**src/rtl/ebc_pkg.sv**
```systemverilog
// Constants shared by the elastic store address-compare checker
package ebc_pkg;
  localparam int EBC_ADDR_W = 4;
  localparam int EBC_DEPTH = 16;
  localparam logic [3:0] EBC_WR_ADDR_RST = 4'h8;
  localparam logic [3:0] EBC_RD_ADDR_RST = 4'h0;
  localparam logic [3:0] EBC_ADDR_LAG = 4'h8;
  localparam logic [3:0] EBC_ADDR_STEP = 4'h1;
  localparam logic [15:0] EBC_STORE_RST = 16'h0000;
  localparam int EBC_N_IN = 8;
  localparam int EBC_IN_STROBE = 0;
  localparam int EBC_IN_WCLK = 1;
  localparam int EBC_IN_RCLK = 2;
  localparam int EBC_IN_WDATA = 3;
  localparam int EBC_IN_DFAULT_N = 4;
  localparam int EBC_IN_TFAULT = 5;
  localparam int EBC_IN_CLEAR = 6;
  localparam int EBC_IN_INHIBIT = 7;
  localparam logic [7:0] EBC_SYNC_RST = 8'h10;
endpackage

```
**src/rtl/ebc_sync.sv**
```systemverilog
// Three-stage pin synchroniser with agreement filter and rise pulse
`timescale 1ns/100ps
module ebc_sync #(
  parameter int N = 8,
  parameter logic [N-1:0] RST = '0
) (
  input wire logic CLK,
  input wire logic RESET,
  input wire logic [N-1:0] din,
  output logic [N-1:0] level,
  output logic [N-1:0] rise
);
  typedef struct packed {
    logic [N-1:0] s1;
    logic [N-1:0] s2;
    logic [N-1:0] s3;
    logic [N-1:0] lvl;
    logic [N-1:0] rise;
  } ebc_sync_s;

  ebc_sync_s s;
  ebc_sync_s next_s;

  always_comb begin
    next_s = s;
    next_s.s1 = din;
    next_s.s2 = s.s1;
    next_s.s3 = s.s2;
    // A change counts only once stages two and three agree
    next_s.lvl = (s.s2 & s.s3) | (s.lvl & (s.s2 | s.s3));
    next_s.rise = next_s.lvl & ~s.lvl;
  end

  always_ff @(posedge CLK) begin
    if (RESET) begin
      s.s1 <= RST;
      s.s2 <= RST;
      s.s3 <= RST;
      s.lvl <= RST;
      s.rise <= '0;
    end else begin
      s <= next_s;
    end
  end

  assign level = s.lvl;
  assign rise = s.rise;
endmodule // ebc_sync

```
**src/rtl/ebc_check.sv**
```systemverilog
// Elastic store with online address-compare self check and card error logic
`timescale 1ns/100ps
module ebc_check
  import ebc_pkg::*;
(
  input wire logic CLK,
  input wire logic RESET,
  input wire logic FRAME_WORD24_BIT0_STROBE,
  input wire logic WRITE_CLK,
  input wire logic WRITE_DATA,
  input wire logic READ_CLK,
  input wire logic DATA_DRIVER_FAULT_N,
  input wire logic TIMING_DRIVER_FAULT,
  input wire logic FRONT_PANEL_ERROR_CLEAR,
  input wire logic ERROR_STROBE_INHIBIT,
  output logic READ_DATA,
  output logic CHECK_BUSY,
  output logic COMPARE_ERROR,
  output logic DRIVER_ERROR,
  output logic CARD_ERROR_OUT,
  output logic CARD_ERROR_OUT_N
);
  typedef struct packed {
    logic [15:0] store;
    logic [3:0] wr_addr;
    logic [3:0] rd_addr;
    logic rd_data;
    logic [3:0] latched;
    logic ref_bit;
    logic pending;
    logic cmp_on;
    logic busy;
    logic cmp_en;
    logic cmp_err;
    logic drv_err;
    logic card_err;
  } ebc_state_s;

  ebc_state_s s;
  ebc_state_s next_s;
  logic [EBC_N_IN-1:0] pin_in;
  logic [EBC_N_IN-1:0] lvl;
  logic [EBC_N_IN-1:0] rise;
  logic wr_tick;
  logic rd_tick;
  logic start;
  logic eq;
  logic drv_fault;
  logic clear;
  logic [3:0] wr_last;

  assign pin_in = {ERROR_STROBE_INHIBIT, FRONT_PANEL_ERROR_CLEAR, TIMING_DRIVER_FAULT, DATA_DRIVER_FAULT_N,
                   WRITE_DATA, READ_CLK, WRITE_CLK, FRAME_WORD24_BIT0_STROBE};

  // All inputs come from the loop or the panel, so each is filtered alike
  ebc_sync #(
    .N(EBC_N_IN),
    .RST(EBC_SYNC_RST)
  ) u_sync (
    .CLK(CLK),
    .RESET(RESET),
    .din(pin_in),
    .level(lvl),
    .rise(rise)
  );

  assign wr_tick = rise[EBC_IN_WCLK];
  assign rd_tick = rise[EBC_IN_RCLK];
  assign clear = lvl[EBC_IN_CLEAR];
  // Last location written; its bit is settled, unlike the one about to be written
  assign wr_last = s.wr_addr - EBC_ADDR_STEP;
  // No timeout: a slow channel simply keeps the check open
  assign start = rise[EBC_IN_STROBE] && !s.busy && !s.pending;
  assign eq = s.cmp_on && (s.rd_addr == s.latched);
  assign drv_fault = ~lvl[EBC_IN_DFAULT_N] | lvl[EBC_IN_TFAULT];

  always_comb begin
    next_s = s;
    if (wr_tick) begin
      next_s.store[s.wr_addr] = lvl[EBC_IN_WDATA];
      next_s.wr_addr = s.wr_addr + EBC_ADDR_STEP;
    end
    if (start) begin
      next_s.latched = wr_last;
      next_s.ref_bit = s.store[wr_last];
      next_s.pending = 1'b1;
    end
    if (rd_tick) begin
      next_s.rd_data = s.store[s.rd_addr];
      next_s.rd_addr = s.rd_addr + EBC_ADDR_STEP;
      next_s.cmp_en = eq;
      if (s.pending) begin
        next_s.cmp_on = 1'b1;
        next_s.busy = 1'b1;
        next_s.pending = 1'b0;
      end
    end
    if (clear) begin
      next_s.cmp_err = 1'b0;
      next_s.drv_err = 1'b0;
    end
    // Placed after the clear so a coincident error is kept
    if (s.cmp_en) begin
      if (s.rd_data ^ s.ref_bit) begin
        next_s.cmp_err = 1'b1;
      end
      next_s.cmp_en = 1'b0;
      next_s.cmp_on = 1'b0;
      next_s.busy = 1'b0;
    end
    if (drv_fault) begin
      next_s.drv_err = 1'b1;
    end
    next_s.card_err = !lvl[EBC_IN_INHIBIT] && (s.cmp_err || s.drv_err);
  end

  always_ff @(posedge CLK) begin
    if (RESET) begin
      s.store <= EBC_STORE_RST;
      s.wr_addr <= EBC_WR_ADDR_RST;
      s.rd_addr <= EBC_RD_ADDR_RST;
      s.rd_data <= 1'b0;
      s.latched <= EBC_RD_ADDR_RST;
      s.ref_bit <= 1'b0;
      s.pending <= 1'b0;
      s.cmp_on <= 1'b0;
      s.busy <= 1'b0;
      s.cmp_en <= 1'b0;
      s.cmp_err <= 1'b0;
      s.drv_err <= 1'b0;
      s.card_err <= 1'b0;
    end else begin
      s <= next_s;
    end
  end

  assign READ_DATA = s.rd_data;
  assign CHECK_BUSY = s.busy;
  assign COMPARE_ERROR = s.cmp_err;
  assign DRIVER_ERROR = s.drv_err;
  assign CARD_ERROR_OUT = s.card_err;
  assign CARD_ERROR_OUT_N = ~s.card_err;
endmodule // ebc_check

```
**config.mk**
```make
export PLATFORM = sky130hd
export DESIGN_NAME = ebc_check
export DESIGN_NICKNAME = d
export VERILOG_FILES = /design/src/rtl/ebc_pkg.sv /design/src/rtl/ebc_sync.sv /design/src/rtl/ebc_check.sv
export SDC_FILE = /design/constraint.sdc
export NUM_CORES = 1
export LEC_CHECK = 0
export ABC_AREA = 1
export ABC_CLOCK_PERIOD_IN_PS = 2000
export BUFFER_PORTS_ARGS = -buffer_cell sky130_fd_sc_hd__buf_2
export CAP_MARGIN = 0
export CORE_MARGIN = 2
export CORE_UTILIZATION = 50
export CTS_BUF_LIST = sky130_fd_sc_hd__clkbuf_16
export CTS_CLUSTER_SIZE = 40
export DETAILED_ROUTE_END_ITERATION = 16
export PLACE_DENSITY_LB_ADDON = 0.1
export SLEW_MARGIN = 40
export SYNTH_ARGS = -nofsm -noshare
export SYNTH_HDL_FRONTEND = slang
export SYNTH_SLANG_ARGS = --single-unit
export TNS_END_PERCENT = 20
```
**constraint.sdc**
```tcl
create_clock -name CLK -period 2 [get_ports CLK]
set_input_delay 0.1 -clock CLK [delete_from_list [all_inputs] [get_ports CLK]]
set_output_delay 0.1 -clock CLK [all_outputs]
set_load 0.01 [all_outputs]
```
# After elaboration in Yosys (flattened, before gate mapping)
# Index checks and enable logic that the tools add are counted.
classes:
  mux: 14
  n_lt_le_gt_ge: 4
  n_reduce_logical: 12
  n_eq_ne: 1
  n_addsub: 3
  bitwise_logic: 10
ops:
  columns: ["op", "count"]
  rows:
  - ["8-bit AND", 2]
  - ["16-bit bitwise mux", 1]
  - ["8-bit OR", 2]
  - ["4-bit by 5-bit < comparator with 1-bit output (second input constant)", 3]
  - ["4-bit by 1-bit adder with 4-bit output (second input constant)", 2]
  - ["1-bit binary-select mux with 4-bit select", 2]
  - ["1-bit 2-to-1 mux", 7]
  - ["1-bit logical AND", 5]
  - ["1-bit demux with 4-bit select", 1]
  - ["4-bit == test", 1]
  - ["4-bit by 1-bit greater-or-equal comparator with 1-bit output (second input constant)", 1]
  - ["4-bit 2-to-1 mux", 1]
  - ["4-bit by 1-bit subtractor with 4-bit output (second input constant)", 1]
  - ["3-bit AND", 1]
  - ["1-bit logical NOT", 3]
  - ["3-bit 2-to-1 mux", 1]
  - ["3-bit inverter", 1]
  - ["2-bit 2-to-1 mux", 1]
  - ["1-bit inverter", 2]
  - ["2-bit AND reduction", 1]
  - ["2-bit nonzero test", 1]
  - ["2-bit OR reduction", 1]
  - ["1-bit logical OR", 1]
  - ["1-bit OR", 1]
  - ["1-bit bitwise XOR", 1]
word_totals:
  output_inout_bits: 6
  regBits: 71
  wordCells: 61

# Depth between registers and ports, before layout
depth:
  depth_word: 6
  depth_mapped: 11

# Cells and area by module
# Synthesis repeated with hierarchy kept, for this count alone.
unflattened:
  hier_cells: 419
  area_unflattened_um2: 3204.3
modules_own_cells:
  columns: ["mod", "area_per_inst_um2", "n_inst", "cells_per_inst"]
  rows:
  - ["ebc_check", 1840.5, 1, 273]
  - ["ebc_sync", 1363.8, 1, 146]

# Least setup slack after synthesis
# Ideal clock, no wire load.
synth_timing:
  kind: "register -> register"
  startpoint: "register s[17] (netlist bit)"
  endpoint: "register s[7] (netlist bit)"
  t_arrival_ns: 1.413
  required_ns: 1.891
  path_stages_with_launch: 11
  slack_ns: 0.478
  path_cell_list: "dfxtp_1 > inv_1 > buf_2 > ha_1 > inv_1 > nand3_1 > nand3_1 > nand3_1 > nand3_1 > nand2_1 > inv_1"
synth_via:
  elab_chain_cells: 3
synth_lines:
  columns: ["element", "line_no", "text"]
  rows:
  - ["start, declared", "ebc_check.sv:39", "ebc_state_s s;"]
  - ["start signal, assigned", "ebc_check.sv:133", "s <= next_s;"]
  - ["4-bit by 1-bit subtractor with 4-bit output", "ebc_check.sv:71", "assign wr_last = s.wr_addr - EBC_ADDR_STEP;"]
  - ["via wr_last[0]", "ebc_check.sv:50", "logic [3:0] wr_last;"]
  - ["1-bit binary-select mux with 4-bit select", "ebc_check.sv:85", "next_s.ref_bit = s.store[wr_last];"]
  - ["1-bit 2-to-1 mux (implied by the code)", "ebc_check.sv:85", null]
# The timed path passes the listed nets, and every way through them passes these cells. The select of a mux whose other input is x is not followed.
# A chain may end at the register's enable or synchronous reset.

# Worst setup path in the final report
layout_timing:
  startpoint: "register s[17] (netlist bit)"
  endpoint: "register s[7] (netlist bit)"
layout_via:
  elab_chain_cells: 3
layout_lines:
  columns: ["element", "line_no"]
  rows:
  - ["4-bit by 1-bit subtractor with 4-bit output", "ebc_check.sv:71"]
  - ["1-bit binary-select mux with 4-bit select", "ebc_check.sv:85"]
  - ["1-bit 2-to-1 mux (implied by the code)", "ebc_check.sv:85"]
# Every way passes these cells. The select of a mux whose other input is x is not followed.

==> results.ini <==
[critical_path]
crit_required_ps = 2230
cp.arrival_ps = 1820
crit_type = reg2reg
worstSetupEndpointType = flip-flop
cp-start-kind = flip-flop
worstPathMaxFanout = 13

[floorplanning]
core_area_mm2 = 0.00561
io_pins = 16
die_y_um = 80.7
start_util = 0.525
rows = 27
die_w_um = 80.7
die_area_mm2 = 0.00651

[layout]
area_delta_synth_final_pct = 17.0
diodes = 0
final_cells = 483
layout-drive-gt1-share = 0.122
fin_area_mm2 = 0.00344
final_nets = 422

[synthesis]
synth_cell_type_count = 29
yosys_warnings = 0
synth.most_common_cell = nand2_1
syn_nets = 399
synth-seq-cells = 71
synth_area_mm2 = 0.00294
ys_seq_area_frac = 0.483
synthFlopType = dfxtp_1
async_reset_ff_frac = 0
yosys-top-cells-area = dfxtp_1 48%, nand2_1 9.7%, inv_1 7.5%, a21oi_1 6.3%, a311oi_1 4.5%
synth_edf_count = 0
synth_area_per_cell_um2 = 7.68
synth_common_cells = 76 x nand2_1, 71 x dfxtp_1, 59 x inv_1
yosysTopAreaCell = dfxtp_1
synthCells = 383
synth_top_area_frac = 0.483

[timing]
fin_setup_tns_ps = 0
rsz0062_at_grt = no
maxSlewViolCount = 0
fin_crit_ps = 1600
skew_ps = 6.17
worst_pin_slew_ps = 509
finalCritPeriodShare = 0.799
hold_violations = 0
setup_viol = 0
hold_slack_ps = 141
slew_headroom = 0.660
max_freq_mhz = 626

[power]
swShare = 0.214
switchingPower_uw = 664
ir_drop_mv = 0.668
power_density_mw_per_mm2 = 900
power_uw = 3100
seq_power_share = 0.466
total_leakage_power_uw = 0.00146
p_clk_frac = 0.509
pwr-share-comb = 0.025
p_int_uw = 2440

[grt]
grt_pass1_wl_mm = 10.5
grt_max_degree = 42
grtUsageTotal = 0.214
antenna_found_initial = 0
grt_pass1_vias = 2269
gr-total-overflow = 0

[outcome]
status = finished, final reports clean

[routing]
ant_nets = 0
dr.pass1.iters = 5
drcViolationCount = 0
avgRoutedWirePerCell_um = 12.6
vias_per_cell = 5.08
drt-total-wl_mm = 6.11
vias = 2456
drt_iter0_drc = 243

[clock_network]
cts.clk_slew.worst_paths_ps = 60
cts.sinks = 71
cts_tree = done
cts.path.max_buffers = 2
cts_max_level = 3
cts_buffers = 9
root_buffer = clkbuf_16
cts_setup_buffers = 0
clk_latency_ps = 330

[placement]
dp_cells = 459
portBuffers = 15
postPlaceCellArea_mm2 = 0.00307
gp_congestion = 0.849
dpl.hpwl_mm = 3.99

[run]
drv_cap = 0

[hold_path]
hold_path.class = in2reg

cell type report:
| class | instances | area (µm²) |
|---|---|---|
| Fill cell | 512 | 2160 |
| Sequential cell | 71 | 1420 |
| Multi-Input combinational cell | 230 | 1190 |
| Inverter | 69 | 259 |
| Clock buffer | 9 | 225 |
| Timing Repair Buffer | 25 | 183 |
| Tap cell | 72 | 90.1 |
| Clock inverter | 7 | 71.3 |
power by group through the flow:
| stage | sequential, µW | combinational (µW) | clock (µW) |
|---|---|---|---|
| after floorplan | 1470 | 44.8 | 0 |
| after global placement | 1470 | 64.2 | 0 |
| after detailed placement | 1480 | 64.5 | 0 |
| after CTS | 1440 | 77.5 | 1610 |
| after global routing | 1450 | 88.6 | 1690 |
| final | 1450 | 77.7 | 1580 |
per-layer routing:
metal,vias up,part of all wire,global-route usage
li1,1282,-,-
met1,1119,0.50,0.294
met2,46,0.44,0.320
met3,9,0.048,0.0472
met4,0,0.013,0.102
met5,-,0,0
worst paths after layout:
path              depth (start not counted)  slack [ps]         startpoint           endpoint
setup / recovery                          9         400              s[17]               s[7]
hold / removal                            2         140              RESET       u_sync.s[23]
setup reg to reg                          9         400              s[17]               s[7]
hold reg to reg                           2         400  u_sync.next_s[27]  u_sync.next_s[19]
flip-flops by register name, summed over array words and instances (netlist names):
signal          flops
u_sync.s            8
READ_DATA           1
CHECK_BUSY          1
CARD_ERROR_OUT      1
s                  31
DRIVER_ERROR        1
COMPARE_ERROR       1
u_sync.next_s      16
u_sync.level        8
u_sync.rise         3
cells in the final DEF (no fill, tap or decap), types with 2 or more instances in the layout:
cell type / synthesis / final
nand2_1: 76 / 76
dfxtp_1: 71 / 71
inv_1: 59 / 60
a21oi_1: 37 / 37
nor2_1: 30 / 30
nand3_1: 22 / 22
a311oi_1: 15 / 15
buf_2: 6 / 15
o21ai_0: 13 / 13
inv_2: 10 / 10
clkbuf_16: 0 / 9
dlygate4sd3_1: 0 / 8
ha_1: 6 / 6
nor3_1: 5 / 5
a211oi_1: 4 / 4
or2_2: 4 / 4
nand4_1: 3 / 3
xnor2_1: 2 / 2
and3_1: 2 / 2
a31oi_1: 2 / 2
o21ai_1: 2 / 2
xor2_1: 2 / 2
clkinvlp_4: 0 / 2
inv_6: 0 / 2
logic make-up (layout without fill, tap and decap cells):
logic type               after synthesis  in the layout  synth area share
adder cells (fa/ha/maj)                6              6            0.0255
AO/OA/AOI/OAI                         74             74             0.150
XOR/XNOR                               4              4            0.0119
AND/OR/NAND/NOR                      146            146             0.219
flip-flops                            71             71             0.483
buffers and inverters                 82            110             0.111
timing repair:
item                      4_1_cts  5_1_grt
hold buffers                    8        0
resized for setup               0        0
hold endpoints to repair        8        0
per-stage QoR:
step,setup slack [ps],util
finish,401,0.614
global placement,481,0.547
global route,238,0.614
detailed placement,420,0.547
floorplan,478,-
CTS,387,0.614
critical path: stages, from the launching register on:
cell	delay [ps]
dfxtp_1	330
inv_1	180
ha_1	440
inv_1	120
nand3_1	100
nand3_1	70
nand3_1	90
nand3_1	60
nand2_1	60
inv_1	30
Note: power is estimated with default switching activity, not from simulation.
